==> config.mk <==
export PLATFORM = sky130hd
export DESIGN_NAME = tag_ctrl
export DESIGN_NICKNAME = d
export VERILOG_FILES = /design/src/tag_ctrl_pkg.sv /design/src/tag_ctrl.sv
export VERILOG_INCLUDE_DIRS = /design/src
export SDC_FILE = /design/constraint.sdc
export NUM_CORES = 1
export LEC_CHECK = 0
export CAP_MARGIN = 25
export CELL_PAD_IN_SITES_DETAIL_PLACEMENT = 0
export CELL_PAD_IN_SITES_GLOBAL_PLACEMENT = 1
export CORE_MARGIN = 5
export CORE_UTILIZATION = 51
export CTS_BUF_LIST = sky130_fd_sc_hd__clkbuf_4 sky130_fd_sc_hd__clkbuf_8
export CTS_CLUSTER_DIAMETER = 200
export CTS_CLUSTER_SIZE = 8
export DETAILED_ROUTE_END_ITERATION = 12
export DONT_BUFFER_PORTS = 1
export GPL_TIMING_DRIVEN = 1
export HOLD_SLACK_MARGIN = 0.12
export PLACE_DENSITY = 0.91
export SYNTH_ARGS = -nofsm -noshare
export SYNTH_HDL_FRONTEND = slang
export SYNTH_SLANG_ARGS = --single-unit
export TNS_END_PERCENT = 50
==> constraint.sdc <==
create_clock -name clock -period 2.9 [get_ports clock]
set_clock_uncertainty 0.2 [all_clocks]
set_input_delay 0.145 -clock clock [delete_from_list [all_inputs] [get_ports clock]]
set_output_delay 0.145 -clock clock [all_outputs]
set_load 0.01 [all_outputs]
==> src/tag_ctrl_defines.svh <==
/*
 Constants for the tag presence and tracking control block.
 Assumes inclusion by the control module and the bench only.
*/
`ifndef TAG_CTRL_DEFINES_SVH
`define TAG_CTRL_DEFINES_SVH

`define ADDR_MODE        8'h00
`define ADDR_CMD         8'h04
`define ADDR_STATUS      8'h08
`define ADDR_RESULT      8'h0c
`define ADDR_IRQ_STATUS  8'h10
`define ADDR_IRQ_CLEAR   8'h14
`define ADDR_IRQ_ENABLE  8'h18

`define MODE_RESET       2'h1
`define ERR_NONE         8'h00
`define ERR_LEFT         8'h01
`define ERR_PASSAGE      8'h02
`define ERR_NO_TRACK     8'h10

`define HYST_ON_CYCLES   8'h10
`define HYST_OFF_CYCLES  8'h10

`define IRQ_DONE_BIT     0
`define IRQ_ERR_BIT      1
`define IRQ_ENTER_BIT    2
`define IRQ_LEAVE_BIT    3

`endif

==> src/tag_ctrl_pkg.sv <==
/*
 Types for the tag presence and tracking control block.
 Assumes the defines header is available on the include path.
*/
package tag_ctrl_pkg;

   typedef enum logic [1:0]
   {
      MODE_OFF   = 2'b00,
      MODE_SCAN  = 2'b01,
      MODE_TRACK = 2'b10
   } track_mode_t;

   typedef enum logic [1:0]
   {
      CMD_READ  = 2'b00,
      CMD_WRITE = 2'b01,
      CMD_INIT  = 2'b10,
      CMD_NEXT  = 2'b11
   } cmd_op_t;

   typedef enum logic [1:0]
   {
      ST_IDLE    = 2'b00,
      ST_PENDING = 2'b01,
      ST_EXEC    = 2'b10,
      ST_DONE    = 2'b11
   } job_state_t;

   typedef struct packed
   {
      logic       data_valid;
      logic       done;
      logic [7:0] err;
   } result_t;

endpackage

==> src/tag_ctrl.sv <==
/*
 Tag presence and tracking control with an AXI4-Lite register slave.
 Assumes field_detect comes from the reader front end, asynchronous,
 and that job_finish is a one-cycle pulse from the tag engine.
*/
// Register access over AXI4-Lite and the address map are this design's own decisions.
`timescale 1ns/10ps
`default_nettype none
`include "tag_ctrl_defines.svh"

module tag_ctrl
   import tag_ctrl_pkg::*;
(
   input  wire logic        clock,
   input  wire logic        rstn,
   input  wire logic [7:0]  s_axi_awaddr,
   input  wire logic        s_axi_awvalid,
   output logic             s_axi_awready,
   input  wire logic [31:0] s_axi_wdata,
   input  wire logic [3:0]  s_axi_wstrb,
   input  wire logic        s_axi_wvalid,
   output logic             s_axi_wready,
   output logic [1:0]       s_axi_bresp,
   output logic             s_axi_bvalid,
   input  wire logic        s_axi_bready,
   input  wire logic [7:0]  s_axi_araddr,
   input  wire logic        s_axi_arvalid,
   output logic             s_axi_arready,
   output logic [31:0]      s_axi_rdata,
   output logic [1:0]       s_axi_rresp,
   output logic             s_axi_rvalid,
   input  wire logic        s_axi_rready,
   input  wire logic        field_detect,
   input  wire logic        job_finish,
   output logic             field_on,
   output logic             job_start,
   output logic [1:0]       job_op,
   output logic             irq
);

   // ---------------------------------------------
   // State
   // ---------------------------------------------
   logic [1:0]  mode_ff;
   logic        det_s1_ff, det_s2_ff;
   logic [7:0]  hyst_cnt_ff;
   logic        present_ff;
   job_state_t  state_ff;
   logic [1:0]  op_ff;
   logic [7:0]  err_ff;
   logic        seen_leave_ff;
   logic        unclosed_ff;
   result_t     res_ff;
   logic [3:0]  irq_stat_ff, irq_en_ff;
   logic        aw_ff, w_ff;
   logic [7:0]  awaddr_ff;
   logic [31:0] wdata_ff;
   logic [3:0]  wstrb_ff;
   logic        field_ff, start_ff, irq_ff;

   // ---------------------------------------------
   // Bus decode
   // ---------------------------------------------
   wire do_write = aw_ff && w_ff && !s_axi_bvalid;
   wire wr_mode  = do_write && awaddr_ff == `ADDR_MODE && wstrb_ff[0];
   wire wr_cmd   = do_write && awaddr_ff == `ADDR_CMD && wstrb_ff[0];
   wire wr_clr   = do_write && awaddr_ff == `ADDR_IRQ_CLEAR;
   wire wr_en    = do_write && awaddr_ff == `ADDR_IRQ_ENABLE;
   wire wr_ok    = awaddr_ff == `ADDR_MODE || awaddr_ff == `ADDR_CMD ||
                   awaddr_ff == `ADDR_IRQ_CLEAR || awaddr_ff == `ADDR_IRQ_ENABLE;
   wire do_read  = s_axi_arvalid && s_axi_arready;
   wire rd_res   = do_read && s_axi_araddr == `ADDR_RESULT;
   wire [1:0] cmd_code = wdata_ff[1:0];
   wire is_next  = wr_cmd && cmd_code == CMD_NEXT;
   wire is_job   = wr_cmd && cmd_code != CMD_NEXT;
   wire tracking = mode_ff == MODE_TRACK;
   wire scanning = mode_ff != MODE_OFF;

   logic [31:0] rd_word;
   logic        rd_ok;
   always_comb
   begin
      rd_ok   = 1'b1;
      rd_word = 32'h0;
      if (s_axi_araddr == `ADDR_MODE)
         rd_word = {30'h0, mode_ff};
      else if (s_axi_araddr == `ADDR_STATUS)
         rd_word = {20'h0, err_ff, state_ff, field_ff, present_ff};
      else if (s_axi_araddr == `ADDR_RESULT)
         rd_word = {22'h0, res_ff.data_valid, res_ff.done, res_ff.err};
      else if (s_axi_araddr == `ADDR_IRQ_STATUS)
         rd_word = {28'h0, irq_stat_ff};
      else if (s_axi_araddr == `ADDR_IRQ_ENABLE)
         rd_word = {28'h0, irq_en_ff};
      else
         rd_ok = 1'b0;
   end

   always_ff @(posedge clock or negedge rstn)
   begin
      if (!rstn)
      begin
         aw_ff <= 1'b0; w_ff <= 1'b0; awaddr_ff <= 8'h0; wdata_ff <= 32'h0;
         wstrb_ff <= 4'h0;
         s_axi_bvalid <= 1'b0; s_axi_bresp <= 2'h0;
      end
      else
      begin
         // Take each channel only on a real handshake
         if (s_axi_awvalid && s_axi_awready)
         begin
            aw_ff <= 1'b1; awaddr_ff <= s_axi_awaddr;
         end
         if (s_axi_wvalid && s_axi_wready)
         begin
            w_ff <= 1'b1; wdata_ff <= s_axi_wdata;
            wstrb_ff <= s_axi_wstrb;
         end
         if (do_write)
         begin
            aw_ff <= 1'b0; w_ff <= 1'b0;
            s_axi_bvalid <= 1'b1;
            s_axi_bresp  <= wr_ok ? 2'h0 : 2'h2;
         end
         else if (s_axi_bvalid && s_axi_bready)
            s_axi_bvalid <= 1'b0;
      end
   end
   assign s_axi_awready = !aw_ff && !s_axi_bvalid;
   assign s_axi_wready  = !w_ff && !s_axi_bvalid;

   always_ff @(posedge clock or negedge rstn)
   begin
      if (!rstn)
      begin
         s_axi_rvalid <= 1'b0; s_axi_rdata <= 32'h0; s_axi_rresp <= 2'h0;
      end
      else if (do_read)
      begin
         s_axi_rvalid <= 1'b1;
         s_axi_rdata  <= rd_word;
         s_axi_rresp  <= rd_ok ? 2'h0 : 2'h2;
      end
      else if (s_axi_rvalid && s_axi_rready)
         s_axi_rvalid <= 1'b0;
   end
   assign s_axi_arready = !s_axi_rvalid;

   // ---------------------------------------------
   // Presence detection
   // ---------------------------------------------
   always_ff @(posedge clock or negedge rstn)
   begin
      if (!rstn)
      begin
         det_s1_ff <= 1'b0; det_s2_ff <= 1'b0;
      end
      else
      begin
         det_s1_ff <= field_detect; det_s2_ff <= det_s1_ff;
      end
   end

   wire det_live = det_s2_ff && field_ff;
   wire differs  = det_live != present_ff;
   wire [7:0] hyst_lim = present_ff ? `HYST_OFF_CYCLES : `HYST_ON_CYCLES;
   wire flip = differs && hyst_cnt_ff == hyst_lim - 8'h1;
   wire enter_ev = flip && !present_ff;
   wire leave_ev = flip && present_ff;

   // Flag set on entry, cleared on leave
   // Flag tracks the field in every job state
   always_ff @(posedge clock or negedge rstn)
   begin
      if (!rstn)
      begin
         hyst_cnt_ff <= 8'h0; present_ff <= 1'b0;
      end
      else
      begin
         hyst_cnt_ff <= (differs && !flip) ? hyst_cnt_ff + 8'h1 : 8'h0;
         if (flip)
            present_ff <= !present_ff;
      end
   end

   // ---------------------------------------------
   // Mode and field control
   // ---------------------------------------------
   // Scanning default
   always_ff @(posedge clock or negedge rstn)
   begin
      if (!rstn)
         mode_ff <= `MODE_RESET;
      else if (wr_mode && wdata_ff[1:0] != 2'b11)
         mode_ff <= wdata_ff[1:0];
   end

   // Field only during a job in mode 0
   wire nxt_field = scanning || state_ff == ST_PENDING || state_ff == ST_EXEC;
   always_ff @(posedge clock or negedge rstn)
   begin
      if (!rstn)
         field_ff <= 1'b0;
      else
         field_ff <= nxt_field;
   end

   // ---------------------------------------------
   // Job sequencing
   // ---------------------------------------------
   logic       next_ok;
   job_state_t nxt_state;
   logic [7:0] nxt_err;
   logic       go;
   always_comb
   begin
      nxt_state = state_ff;
      nxt_err   = err_ff;
      next_ok   = 1'b0;
      go        = 1'b0;
      if (rd_res && res_ff.done && res_ff.err == err_ff)
         nxt_err = `ERR_NONE;
      case (state_ff)
         ST_IDLE, ST_DONE:
         begin
            if (is_job)
               nxt_state = ST_PENDING;
            // Advance hands over to next tag
            if (is_next && tracking)
            begin
               next_ok   = 1'b1;
               nxt_state = ST_IDLE;
            end
         end
         ST_PENDING:
         begin
            // Held until a tag is present; in tracking mode, until old tag left and new one entered
            if (present_ff && !(tracking && !seen_leave_ff))
            begin
               nxt_state = ST_EXEC;
               go        = 1'b1;
            end
         end
         ST_EXEC:
         begin
            if (leave_ev && tracking)
            begin
               nxt_state = ST_DONE;
               nxt_err   = `ERR_LEFT;
            end
            else if (job_finish)
               nxt_state = ST_DONE;
         end
         default: nxt_state = ST_IDLE;
      endcase
      // Advance refused without tracking, in any state
      if (is_next && !tracking)
         nxt_err = `ERR_NO_TRACK;
      if (tracking && leave_ev && state_ff != ST_EXEC &&
          (unclosed_ff || state_ff == ST_IDLE))
         nxt_err = `ERR_PASSAGE;
   end

   wire job_aborted = state_ff == ST_EXEC && leave_ev && tracking;
   always_ff @(posedge clock or negedge rstn)
   begin
      if (!rstn)
      begin
         state_ff <= ST_IDLE; err_ff <= `ERR_NONE; op_ff <= 2'h0; start_ff <= 1'b0;
      end
      else
      begin
         state_ff <= nxt_state;
         err_ff   <= nxt_err;
         start_ff <= go;
         if (is_job && (state_ff == ST_IDLE || state_ff == ST_DONE))
            op_ff <= cmd_code;
      end
   end

   always_ff @(posedge clock or negedge rstn)
   begin
      if (!rstn)
      begin
         seen_leave_ff <= 1'b1; unclosed_ff <= 1'b0;
      end
      else
      begin
         if (next_ok)
            seen_leave_ff <= !present_ff;
         else if (leave_ev)
            seen_leave_ff <= 1'b1;
         else if (go)
            seen_leave_ff <= 1'b0;
         if (go)
            unclosed_ff <= 1'b1;
         else if (next_ok || !tracking)
            unclosed_ff <= 1'b0;
      end
   end

   always_ff @(posedge clock or negedge rstn)
   begin
      if (!rstn)
         res_ff <= '0;
      else if (state_ff == ST_EXEC && nxt_state == ST_DONE)
         res_ff <= '{data_valid: !job_aborted, done: 1'b1, err: nxt_err};
      else if (is_next || (is_job && state_ff != ST_EXEC))
         res_ff <= '{data_valid: 1'b0, done: 1'b1, err: nxt_err};
      else if (rd_res)
         res_ff.done <= 1'b0;
   end

   // ---------------------------------------------
   // Interrupts
   // ---------------------------------------------
   wire [3:0] irq_set = {leave_ev, enter_ev, nxt_err != err_ff && nxt_err != 8'h0,
                         state_ff == ST_EXEC && nxt_state == ST_DONE};
   wire [3:0] irq_clr = wr_clr ? wdata_ff[3:0] : 4'h0;
   always_ff @(posedge clock or negedge rstn)
   begin
      if (!rstn)
      begin
         irq_stat_ff <= 4'h0; irq_en_ff <= 4'h0; irq_ff <= 1'b0;
      end
      else
      begin
         irq_stat_ff <= (irq_stat_ff & ~irq_clr) | irq_set;
         if (wr_en)
            irq_en_ff <= wdata_ff[3:0];
         irq_ff <= |(irq_stat_ff & irq_en_ff);
      end
   end

   assign field_on  = field_ff;
   assign job_start = start_ff;
   assign job_op    = op_ff;
   assign irq       = irq_ff;

   // ---------------------------------------------
   // Checks
   // ---------------------------------------------
   reset_mode_a: assert property (@(posedge clock) $rose(rstn) |-> mode_ff == 2'h1)
      else $error("mode not scanning after reset");
   scan_field_a: assert property (@(posedge clock) disable iff (!rstn)
      mode_ff != 2'h0 |=> field_ff)
      else $error("field off while scanning");
   hyst_hold_a: assert property (@(posedge clock) disable iff (!rstn)
      $changed(present_ff) |=> $stable(present_ff))
      else $error("presence toggled twice");
   next_rej_a: assert property (@(posedge clock) disable iff (!rstn)
      is_next && mode_ff != 2'h2 |=> err_ff == 8'h10)
      else $error("advance not rejected");
   leave_abort_a: assert property (@(posedge clock) disable iff (!rstn)
      job_aborted |=> state_ff == ST_DONE && err_ff == 8'h01 && !res_ff.data_valid)
      else $error("leave did not abort");
   off_idle_a: assert property (@(posedge clock) disable iff (!rstn)
      mode_ff == 2'h0 && state_ff == ST_IDLE && !is_job |=> !field_ff)
      else $error("field on while idle in mode 0");
   pend_hold_a: assert property (@(posedge clock) disable iff (!rstn)
      state_ff == ST_PENDING && !present_ff |=> state_ff == ST_PENDING)
      else $error("job left pending with no tag");
   passage_err_a: assert property (@(posedge clock) disable iff (!rstn)
      tracking && leave_ev && state_ff == ST_IDLE |=> err_ff == 8'h02)
      else $error("passage not flagged");

endmodule // tag_ctrl
`default_nettype wire

## After elaboration in Yosys (flattened, before gate mapping)

Cells that the tools add are included.

- Register bits: 101
- Bits of input ports: 61
- Output and inout bits: 46
- Logic and storage cells: 172

- $add $sub $neg: 1
- Equality and inequality tests: 19
- Muxes and demuxes: 47
- Bitwise gates (word level): 4
- Reductions and logical operators: 73

Operators by type and width:

| operator | count |
|---|---|
| 32-bit 2-to-1 mux | 3 |
| 8-bit 2-to-1 mux | 7 |
| 1-bit logical AND | 39 |
| 8-bit by 5-bit equality test with 1-bit output, second input constant | 4 |
| 1-bit 2-to-1 mux | 25 |
| 8-bit by 4-bit equality test with 1-bit output, second input constant | 3 |
| 8-bit logical NOT | 2 |
| 2-bit 2-to-1 mux | 7 |
| 2-bit nonzero test | 7 |
| 4-bit 2-to-1 mux | 3 |
| 2-bit equality test, second input constant | 5 |
| 1-bit logical NOT | 10 |
| 10-bit 2-to-1 mux | 1 |
| 1-bit logical OR | 9 |
| 8-bit by 1-bit adder with 8-bit output, second input constant | 1 |
| 4-bit bitwise AND | 2 |
| 8-bit by 3-bit equality test with 1-bit output, second input constant | 1 |
| 8-bit equality test | 1 |
| 8-bit != test | 1 |
| 8-bit nonzero test | 1 |
| 2-bit one-hot mux with 3 select lines | 1 |
| 3-bit nonzero test | 2 |
| 2-bit != test, second input constant | 2 |
| 4-bit NOT | 1 |
| 6 further kinds | 6 |

## Logic depth before layout (Yosys ltp)

Gate-level depths: netlist (run 1).

- Depth in word-level cells: 13
- Gate-level depth with buffers: 8
- Mapped depth without buffers: 7

## Worst setup path before layout (run 1)

No wires, ideal clock.

- Path type: register to register
- Start: register awaddr_ff[5]
- End: register res_ff[0] (netlist bit)
- Setup time: 0.125 ns
- Data arrival time: 2.166 ns
- Data required time: 2.575 ns
- Path slack: 0.409 ns
- Stages on the path, launching flop included: 6
- Path buffers: 0
- Period minus slack after synthesis: 2.491 ns
- Cell sequence: dfrtp_1 or4b_2 nor3_1 nor3_1 o31ai_4 mux2_2

- Word-level cells in the longest chain between the ends: 10
- Elaborated cells between the ends (all ways): 19
- Classes of those cells: eq/ne: 2; mux: 7; reduce/logical: 10

Ends and longest elaborated chain:

| item | RTL line | text |
|---|---|---|
| start: declaration | tag_ctrl.sv:56 | `logic [7:0] awaddr_ff;` |
| start signal: assignment | tag_ctrl.sv:103 | `aw_ff <= 1'b0; w_ff <= 1'b0; awaddr_ff <= 8'h0; wdata_ff <= 32'h0;` |
| start signal: assignment | tag_ctrl.sv:112 | `aw_ff <= 1'b1; awaddr_ff <= s_axi_awaddr;` |
| 8-bit by 3-bit equality test with 1-bit output (no line) * | -- |  |
| 1-bit logical AND (no line) * | -- |  |
| 1-bit logical AND * | tag_ctrl.sv:66 | `` wire wr_cmd = do_write && awaddr_ff == `ADDR_CMD && wstrb_ff[0]; `` |
| 1-bit logical AND (on tied branches) | tag_ctrl.sv:75, tag_ctrl.sv:74 |  |
| 2-bit 2-to-1 mux or 1-bit logical AND (tied branches) | tag_ctrl.sv:227, tag_ctrl.sv:230 |  |
| 2-bit 2-to-1 mux | tag_ctrl.sv:230 | `if (is_next && tracking)` |
| 2-bit one-hot mux with 3 select lines | tag_ctrl.sv:224 | `case (state_ff)` |
| 2-bit equality test | tag_ctrl.sv:307 | `else if (state_ff == ST_EXEC && nxt_state == ST_DONE)` |
| 1-bit logical AND | tag_ctrl.sv:307 |  |
| 10-bit 2-to-1 mux or 2-bit nonzero test (tied branches) | -- |  |
| end signal: assignment | tag_ctrl.sv:308 | `res_ff <= '{data_valid: !job_aborted, done: 1'b1, err: nxt_err};` |
| end signal: assignment | tag_ctrl.sv:310 | `res_ff <= '{data_valid: 1'b0, done: 1'b1, err: nxt_err};` |
| end: declaration | tag_ctrl.sv:53 | `result_t res_ff;` |

Every way passes the cells marked *; elsewhere a longest branch is shown, timed or not. The select of a mux whose other input is x is not followed.
A chain may end at the register's enable or synchronous reset.

## Worst setup path in the final report (run 1)

- Start: input s_axi_araddr[0]
- End: register res_ff[4] (netlist bit)

- Word-level cells in the longest chain between the ends: 11

Ends and longest elaborated chain:

| item | RTL line | text |
|---|---|---|
| start: declaration | tag_ctrl.sv:26 | `input wire logic [7:0] s_axi_araddr,` |
| 8-bit by 4-bit equality test with 1-bit output (no line) * | -- |  |
| 1-bit logical AND (no line) * | -- |  |
| 1-bit logical AND * (2 in a row) | tag_ctrl.sv:222 | `if (rd_res && res_ff.done && res_ff.err == err_ff)` |
| 8-bit 2-to-1 mux * | tag_ctrl.sv:222 |  |
| 8-bit 2-to-1 mux | tag_ctrl.sv:247 | `if (leave_ev && tracking)` |
| 8-bit 2-to-1 mux * | tag_ctrl.sv:224 |  |
| 8-bit 2-to-1 mux * | tag_ctrl.sv:258 | `if (is_next && !tracking)` |
| 8-bit 2-to-1 mux * | tag_ctrl.sv:260 | `if (tracking && leave_ev && state_ff != ST_EXEC &&` |
| net nxt_err[4] | tag_ctrl.sv:214 | `logic [7:0] nxt_err;` |
| 8-bit 2-to-1 mux | tag_ctrl.sv:309 | `else if (is_next \|\| (is_job && state_ff != ST_EXEC))` |
| 10-bit 2-to-1 mux * | tag_ctrl.sv:307 |  |

Mark *: on every way through the listed nets, which the timed path passes. The rest lies on a longest branch. The select of a mux whose other input is x is not followed.

==> results of run 1 <==
state kept, by name, summed over array words and instances, names as in the netlist, 2 cells and up:
name / flops
irq_en_ff: 4
s_axi_rdata: 12
wdata_ff: 4
awaddr_ff: 8
mode_ff: 2
res_ff: 10
hyst_cnt_ff: 8
err_ff: 8
job_op: 2
irq_stat_ff: 4
state_ff: 2
kinds of logic after synthesis:
group / after synthesis
DFF: 79
other: 1
xor gates and xnor gates: 17
and+or+nand+nor: 126
muxes: 40
adders and majority gates: 4
buffers and inverters: 48
AOI/OAI and AO/OA: 62
cells in the mapped netlist, types with 4 or more instances:
cell type | n | area (um2)
o21ai_0 | 21 | 105
dfrtp_1 | 77 | 1930
clkbuf_1 | 12 | 45.0
nor2_1 | 32 | 120
buf_4 | 22 | 165
nand2b_1 | 4 | 25.0
nand3_1 | 7 | 35.0
nand4_1 | 4 | 25.0
ha_1 | 4 | 50.1
a21oi_1 | 4 | 20.0
inv_1 | 12 | 45.0
or4_1 | 4 | 30.0
nor3b_1 | 5 | 37.5
nand2_1 | 31 | 116
mux2_2 | 24 | 270
mux2i_1 | 16 | 160
xnor2_1 | 15 | 131
nor3_1 | 9 | 45.0
power by group:
group / internal (mW) / total (mW) / switching (mW) / leakage (nW)
Clock: 0.768 / 1.16 / 0.391 / 0.146
Combinational: 0.361 / 0.764 / 0.404 / 0.952
Sequential: 1.30 / 1.52 / 0.220 / 1.00
worst max-delay path, cell delays in order:
cell and delay (ns):
dlygate4sd3_1 0.55, nor3_2 0.23, dlygate4sd3_1 0.67, nand4_1 0.22, or4_4 0.50, a31o_2 0.27
mux2_2 0.26
stage by stage:
stage	total power, mW	std cells
2_1_floorplan	2.03	398
3_3_place_gp	2.18	474
3_5_place_dp	2.22	474
4_1_cts	3.46	528
5_1_grt	3.64	528
6_report	3.44	528
how the worst max path moves through the flow:
stage | from | endpoint | slack [ns] | depth (start not counted)
floorplan | awaddr_ff[5]$_DFFE_PN0P_ | res_ff[0]$_DFFE_PN0P_ | 0.41 | 5
global placement | awaddr_ff[5]$_DFFE_PN0P_ | res_ff[6]$_DFFE_PN0P_ | 0.29 | 6
detailed placement | hyst_cnt_ff[5]$_DFF_PN0_ | res_ff[5]$_DFFE_PN0P_ | 0.27 | 6
CTS | s_axi_araddr[4] | res_ff[1]$_DFFE_PN0P_ | 0.02 | 7
global route | s_axi_araddr[0] | res_ff[4]$_DFFE_PN0P_ | 0.01 | 7
finish | s_axi_araddr[0] | res_ff[4]$_DFFE_PN0P_ | 0.07 | 7
area by class of cell:
cell class / instances / area share [%]
Clock inverter: 6 / 3.23
Clock buffer: 10 / 2.86
Inverter: 12 / 0.937
Tap cell: 102 / 2.65
Timing Repair Buffer: 48 / 9.89
Multi-Input combinational cell: 271 / 39.3
Sequential cell: 79 / 41.2
per-layer routing:
metal / wire (um) / part of all wire [%]
met1: 3550 / 41
met2: 4340 / 51
met3: 622 / 7.3
met4: 50 / 0.58
met5: 0 / 0
repair_timing:
| action | CTS | global route |
|---|---|---|
| endpoints found under the hold margin | 119 | 0 |
| hold buffers | 38 | 0 |
| buffers inserted | 0 | 0 |
| gates resized for setup | 0 | 4 |
| setup endpoints to repair | 0 | 7 |
==> impl_metrics.tcl, run 1 <==
set metrics [dict create \
    status "completed" \
    p_leak_nw 2.10 \
    cts.sinks 79 \
    drt_iter0_drc 126 \
    multi_input_area_um2 1890 \
    slew_viol_final 0 \
    viasPerCell 5.53 \
    worstSkewPairLatency_ns 0.35 \
    track_usage_pct 18.3 \
    fin_crit_sh_pct 97.6 \
    area_delta_synth_final_pct 19.2 \
    nNetsFinal 486 \
    period_needed_ns 2.83 \
    drive_gt1_share_pct 16.9 \
    gr-total-overflow 0 \
    setup_viol 0 \
    regArea_um2 1980 \
    synth_top_family_by_area "simple AND/OR/NAND/NOR gates" \
    place_congestion 0.850 \
    setup_slack_ns 0.0697 \
    drt_first_pass_iters 4 \
    cts_root_buf "clkbuf_8" \
    hold_slack_ns 0.143 \
    grtUsageMet3_pct 5.80 \
    port_buffers 0 \
    placed_area_um2 4100 \
    mappedNetlistArea_um2 4040 \
    route.detailed.drc 0 \
    power.density_nw_per_um2 716 \
    wire_per_inst_um 16.2 \
    arrival_ns 2.86 \
    hpwl_um 6050 \
    synth_enable_flop_cells 0 \
    layout_common_cells "77 x dfrtp_1, 36 x dlygate4sd3_1, 32 x nor2_1" \
    synth_fa_ha_area_share_pct 1.24 \
    core.rowCount 32 \
    dieHeight_um 99.0 \
    reg2reg_from "s_axi_bvalid$_DFFE_PN0P_" \
    clockBufferDepth 2 \
    max_cap_violations 0 \
    synth_compound_area_share_pct 11.2 \
    synthFlopType "dfrtp_1" \
    grt_first_pass_wirelength_um 14500 \
    route.final.wire_length_um 8570 \
    r2r_slack_ns 0.13 \
    antenna_found_initial 0 \
    clkTransAtPathRegs_ns 0.08 \
    synth-simple-area-share_pct 17.6 \
    grt_pass1_vias 3063 \
    cts-buffers-inserted 9 \
    grt_max_degree 80 \
    end_kind "flop" \
    crit_required_ns 2.93 \
    fill_cells 611 \
    yosys_warnings 0 \
    start_kind "input port" \
    slew_headroom_pct 48.4 \
    synth_cell_types 63 \
    utilization_pct 62.2 \
    antenna_left 0 \
    start_util_pct 52.2 \
    synthMuxAreaShare_pct 10.7 \
    use_met1_pct 22.0 \
    via_count 2922 \
    holdCritPathClass "in2async" \
    die_w_um 99.0 \
    rsz0062_at_grt "false" \
    top_usage_layer "met2" \
    finalHoldViolCount 0 \
    ios 107 \
    reg2reg_to "awaddr_ff[3]$_DFFE_PN0P_" \
    grt_use_met2_pct 32.3 \
    diodes 0 \
    tritoncts "built" \
    path_class "in2reg" \
    worstPathMaxFanout 4 \
    worstMarginPinSlew_ns 0.771 \
    die_area_um2 9790 \
    setup_tns_ns 0 \
    worst_r2r_path_depth 7 \
    core-area_um2 7730 \
    synth_seq_cells 79 \
    ir_worst_vdd_mv 0.511 \
    synth-seq-area-share_pct 49.0 \
    synthCells 377 \
    postSynthAreaPerCell_um2 10.7 \
    final_cell_area_um2 4810 \
    h-tree-depth 3 \
    async_flop_share_pct 100 \
    fmax_mhz 353 \
    post-place-ws_ns 0.269 \
    synthXorXnorAreaFrac_pct 3.69 \
    final_common_cell "dfrtp_1" \
]
Power figures use the tool's default switching activity.
==> run 2: changes to the inputs <==
==> constraint.sdc (replaced) <==
create_clock -name clock -period 2.9 [get_ports clock]
set_clock_uncertainty 0.2 [all_clocks]
set_input_delay 0.58 -clock clock [delete_from_list [all_inputs] [get_ports clock]]
set_output_delay 0.58 -clock clock [all_outputs]
set_load 0.01 [all_outputs]
==> impl_metrics.tcl, run 2 (synthesized netlist as in run 1, its figures left out) <==
set metrics [dict create \
    status "completed" \
    port_buffers 0 \
    worstPathMaxFanout 9 \
    grt_pass1_vias 2763 \
    period_needed_ns 2.66 \
    cts.sinks 79 \
    core.rowCount 32 \
    drive_gt1_share_pct 18.1 \
    hold_slack_ns 0.135 \
    drt_first_pass_iters 4 \
    setup_tns_ns 0 \
    power.density_nw_per_um2 677 \
    crit_required_ns 2.93 \
    ir_worst_vdd_mv 0.561 \
    track_usage_pct 17.4 \
    end_kind "flop" \
    gr-total-overflow 0 \
    fmax_mhz 376 \
    slew_headroom_pct 54.9 \
    start_util_pct 52.2 \
    worstSkewPairLatency_ns 0.35 \
    wire_per_inst_um 16.5 \
    worst_r2r_path_depth 6 \
    post_cts_buffers 0 \
    swShare_pct 34.0 \
    hold_path_depth 1 \
    h-tree-depth 3 \
    cts_root_buf "clkbuf_8" \
    viasPerCell 5.59 \
    arrival_ns 2.70 \
    fin_crit_sh_pct 91.7 \
    p_leak_nw 1.87 \
    power_frac_seq_pct 51.9 \
    path_class "reg2reg" \
    antenna_left 0 \
    setup_viol 0 \
    slew_viol_final 0 \
    grt_first_pass_wirelength_um 13600 \
    cts-buffers-inserted 9 \
    internal_power_mw 1.94 \
    diodes 0 \
    total_power_mw 2.93 \
    place_congestion 0.849 \
    hpwl_um 6140 \
    antenna_found_initial 0 \
    holdCritPathClass "in2reg" \
    netSwitchingPower_mw 0.996 \
    final_common_cell "dfrtp_1" \
    clkTransAtPathRegs_ns 0.08 \
    die_area_um2 9790 \
    top_register "s_axi_rdata" \
    grt_max_degree 80 \
    layout_common_cells "77 x dfrtp_1, 32 x nor2_1, 31 x nand2_1" \
    nNetsFinal 453 \
    die_w_um 99.0 \
    route.detailed.drc 0 \
    p_clk_share_pct 24.2 \
    reg_top3 "s_axi_rdata x12, res_ff x10" \
    pwr-share-comb_pct 23.9 \
    via_count 2769 \
    rsz0062_at_grt "false" \
    area_delta_synth_final_pct 7.35 \
    dieHeight_um 99.0 \
    fill_cells 695 \
    max_cap_violations 0 \
    worstMarginPinSlew_ns 0.672 \
    core-area_um2 7730 \
    tritoncts "built" \
    ios 107 \
    route.final.wire_length_um 8180 \
    clockBufferDepth 2 \
    drt_iter0_drc 124 \
    finalHoldViolCount 0 \
    start_kind "flop" \
    largest_reg_flops 12 \
]
-- run 2: changes by cell type in the layout (fill, tap and decap cells not counted), sizes merged --
cell          before  now
dlygate4sd3       36    3
bufinv             5    0
clkinvlp           0    3
clkinv             1    3
buf               11   12
dlymetal6s4s       1    0
-- run 2: path summary, 6_finish.rpt --
kind	slack (ns)	start	end
setup / recovery	0.24	awaddr_ff[5]$_DFFE_PN0P_	res_ff[7]$_DFFE_PN0P_
hold / removal	0.14	s_axi_rready	s_axi_rvalid$_DFFE_PN0P_
setup reg to reg	0.24	awaddr_ff[5]$_DFFE_PN0P_	res_ff[7]$_DFFE_PN0P_
hold reg to reg	0.15	det_s1_ff$_DFF_PN0_	det_s2_ff$_DFF_PN0_
max in group asynchronous	1.54	rstn	mode_ff[0]$_DFFE_PN1P_
min in group asynchronous	0.58	rstn	err_ff[7]$_DFF_PN0_
-- run 2: what timing repair did --
item	CTS	global route
hold endpoints to repair	81	0
hold buffers	4	0
resized for setup	0	0
-- run 2: per-layer routing --
metal  part of all wire [%]  routed length (um)  track usage (%)
met4                   0.99                  81             4.52
met3                    6.4                 526             5.38
met2                     49                4040             29.1
met1                     43                3540             22.0
met5                      0                   0                0
-- run 2: power groups by stage --
stage | Clock [mW] | Combinational [mW] | Sequential, mW
final | 0.710 | 0.703 | 1.52
after global routing | 0.777 | 0.791 | 1.55
after CTS | 0.728 | 0.709 | 1.52
after detailed placement | 0 | 0.675 | 1.54
after global placement | 0 | 0.653 | 1.53
after floorplan | 0 | 0.552 | 1.48
-- run 2: layout make-up --
| cell class | count | area, um2 | share of cell area (%) |
|---|---|---|---|
| multi-input combinational | 271 | 1870 | 43.2 |
| clock buffer | 10 | 131 | 3.03 |
| tap | 102 | 128 | 2.95 |
| inverter | 12 | 45.0 | 1.04 |
| clock inverter | 6 | 37.5 | 0.866 |
| timing repair buffer | 15 | 140 | 3.23 |
| sequential | 79 | 1980 | 45.7 |
-- run 2: worst max-delay path, stage by stage, from the launching register on --
cell     delay [ns]
dfrtp_1        0.38
or4b_2         0.70
nor3_1         0.37
o21ai_0        0.23
o31ai_4        0.10
buf_4          0.21
mux2_2         0.36
-- run 2: metrics by stage --
step	cells	util, %	setup slack (ns)	instance area [um2]
2_1_floorplan	398	-	0.409	4120
3_3_place_gp	475	53.1	0.289	4110
3_5_place_dp	475	53.1	0.273	4110
4_1_cts	495	56.1	0.260	4330
5_1_grt	495	56.1	0.171	4330
6_report	495	56.1	0.240	4330
==> run 3: changes to the inputs <==
--- a/config.mk
+++ b/config.mk
@@ -6,11 +6,12 @@
 export SDC_FILE = /design/constraint.sdc
 export NUM_CORES = 1
 export LEC_CHECK = 0
+export ABC_AREA = 1
 export CAP_MARGIN = 25
 export CELL_PAD_IN_SITES_DETAIL_PLACEMENT = 0
 export CELL_PAD_IN_SITES_GLOBAL_PLACEMENT = 1
 export CORE_MARGIN = 5
-export CORE_UTILIZATION = 51
+export CORE_UTILIZATION = 48
 export CTS_BUF_LIST = sky130_fd_sc_hd__clkbuf_4 sky130_fd_sc_hd__clkbuf_8
 export CTS_CLUSTER_DIAMETER = 200
 export CTS_CLUSTER_SIZE = 8
==> impl_metrics.tcl, run 3 <==
set metrics [dict create \
    grt_pass1_vias 3212 \
    hpwl_um 6460 \
    end_kind "flop" \
    fin_crit_sh_pct 81.9 \
    gr-total-overflow 0 \
    synth_cell_types 42 \
    hold_path_depth 1 \
    drive_gt1_share_pct 8.90 \
    ir_worst_vdd_mv 0.506 \
    cts_root_buf "clkbuf_8" \
    clockBufferDepth 2 \
    nNetsFinal 577 \
    p_leak_nw 2.28 \
    arrival_ns 2.41 \
    grt_max_degree 80 \
    cp-startpoint "hyst_cnt_ff[0]$_DFF_PN0_" \
    diodes 0 \
    r2r_slack_ns 0.52 \
    core-area_um2 8260 \
    h-tree-depth 3 \
    synth-seq-area-share_pct 48.5 \
    synthFlopType "dfrtp_1" \
    total_power_mw 3.30 \
    path_buf_inv 1 \
    crit_slowest_cell "dfrtp_1" \
    max_cap_violations 0 \
    synth_area_leaders "dfrtp_1 47%, nand2_1 11%, inv_1 6.3%" \
    holdCritPathClass "in2reg" \
    cp_common_cell "nand2_1" \
    dieHeight_um 102 \
    path_class "reg2reg" \
    ios 107 \
    regArea_um2 1980 \
    power.density_nw_per_um2 753 \
    reg2reg_to "irq_stat_ff[1]$_DFF_PN0_" \
    core.rowCount 33 \
    finalHoldViolCount 0 \
    status "completed" \
    slew_viol_final 0 \
    reg2reg_from "hyst_cnt_ff[0]$_DFF_PN0_" \
    clkTransAtPathRegs_ns 0.09 \
    synth_commonest_cells "123 x nand2_1, 77 x dfrtp_1, 69 x inv_1" \
    route.final.wire_length_um 8670 \
    top_register "s_axi_rdata" \
    yosys.area.top_type_share_pct 47.2 \
    start_kind "flop" \
    track_usage_pct 17.7 \
    async_flop_share_pct 100 \
    route.detailed.drc 0 \
    fmax_mhz 421 \
    synth_seq_cells 79 \
    antenna_left 0 \
    multi_input_area_um2 1720 \
    path_delay_family "simple AND/OR/NAND/NOR gates" \
    yosys_warnings 0 \
    wire_per_inst_um 13.9 \
    yosysTopAreaCell "dfrtp_1" \
    path_cells "ha_1 > nand3_2 > nor2_2 > nand3_2 > nor2_2 > o21ai_0 > buf_4 > nand3_1 > nand2_1 > nor3_1 > nand3_1 > nand2_1 > nand2_1" \
    setup_viol 0 \
    hold_end "s_axi_rvalid$_DFFE_PN0P_" \
    start_util_pct 49.5 \
    synthMostInstantiatedCell "nand2_1" \
    worstSkewPairLatency_ns 0.35 \
    largest_reg_flops 12 \
    drt_first_pass_iters 4 \
    cts-buffers-inserted 9 \
    tritoncts "built" \
    port_buffers 0 \
    area_delta_synth_final_pct 7.47 \
    place_congestion 0.896 \
    rsz0062_at_grt "false" \
    reg_top3 "s_axi_rdata x12, res_ff x10" \
    synth_enable_flop_cells 0 \
    grt_first_pass_wirelength_um 14700 \
    cts.sinks 79 \
    synthCells 502 \
    mappedNetlistArea_um2 4090 \
    layout_common_cells "123 x nand2_1, 77 x dfrtp_1, 69 x inv_1" \
    drt_iter0_drc 165 \
    antenna_found_initial 0 \
    worst_r2r_path_depth 13 \
    via_count 3225 \
    die_w_um 102 \
    fill_cells 794 \
    hold_path_startpoint "s_axi_rready" \
    viasPerCell 5.18 \
    final_common_cell "nand2_1" \
    period_needed_ns 2.38 \
    die_area_um2 10500 \
    worstPathMaxFanout 6 \
    max_stage_delay_ns 0.37 \
    postSynthAreaPerCell_um2 8.14 \
    crit_required_ns 2.94 \
    setup_tns_ns 0 \
    utilization_pct 53.2 \
]
## run 3: area by class of cell
class	instances	area share (%)
clock buffers	9	2.82
well taps	105	2.99
clock inverters	7	2.17
repair buffers	7	1.82
flip-flops and latches	79	45.1
multi-input cells	345	39.1
inverters	70	5.98
## run 3: what timing repair did
action / CTS / global route
endpoints found under the hold margin: 81 / 0
buffers inserted: 0 / 0
hold buffers: 4 / 0
gates resized for setup: 0 / 0
## run 3: worst max-delay path by stage
stage | end | slack (ns) | cells past startpoint
after global routing | irq_stat_ff[1]$_DFF_PN0_ | 0.25 | 13
after floorplan | irq_stat_ff[1]$_DFF_PN0_ | 0.72 | 13
after CTS | irq_stat_ff[1]$_DFF_PN0_ | 0.50 | 13
after detailed placement | irq_stat_ff[1]$_DFF_PN0_ | 0.29 | 12
final | irq_stat_ff[1]$_DFF_PN0_ | 0.52 | 13
after global placement | irq_stat_ff[1]$_DFF_PN0_ | 0.32 | 12
## run 3: metrics by stage
stage / hold WS [ns] / cells / cell area (um2) / worst slack (ns)
finish: 0.134 / 622 / 4390 / 0.524
global route: 0.137 / 622 / 4390 / 0.254
CTS: 0.126 / 622 / 4390 / 0.495
detailed placement: 0.0874 / 602 / 4110 / 0.286
global placement: 0.0872 / 602 / 4110 / 0.316
floorplan: 0.0844 / 523 / 4160 / 0.715
## run 3: layer usage
metal | track usage (%) | part of all wire, % | routed length (um)
met5 | 0 | 0 | 0
met4 | 6.26 | 2.2 | 189
met1 | 22.7 | 45 | 3920
met3 | 5.26 | 7.3 | 631
met2 | 28.5 | 45 | 3930
## run 3: cells by family (layout without fill, tap and decap cells)
kind of cell	Yosys count	in the layout	synth area share, %
AOI/OAI and AO/OA	85	85	11.7
xor gates and xnor gates	3	3	0.643
adders and majority gates	4	4	1.23
buffers and inverters	99	93	11.4
DFF	79	79	48.5
muxes	6	6	1.65
other	1	22	0.0918
and+or+nand+nor	225	225	24.8
## run 3: power breakdown
part	internal (mW)	leakage, nW	total (mW)	switching, mW
logic	0.322	1.17	0.897	0.575
registers	1.32	1.00	1.50	0.185
clock network	0.488	0.110	0.903	0.415
total	2.13	2.28	3.30	1.18
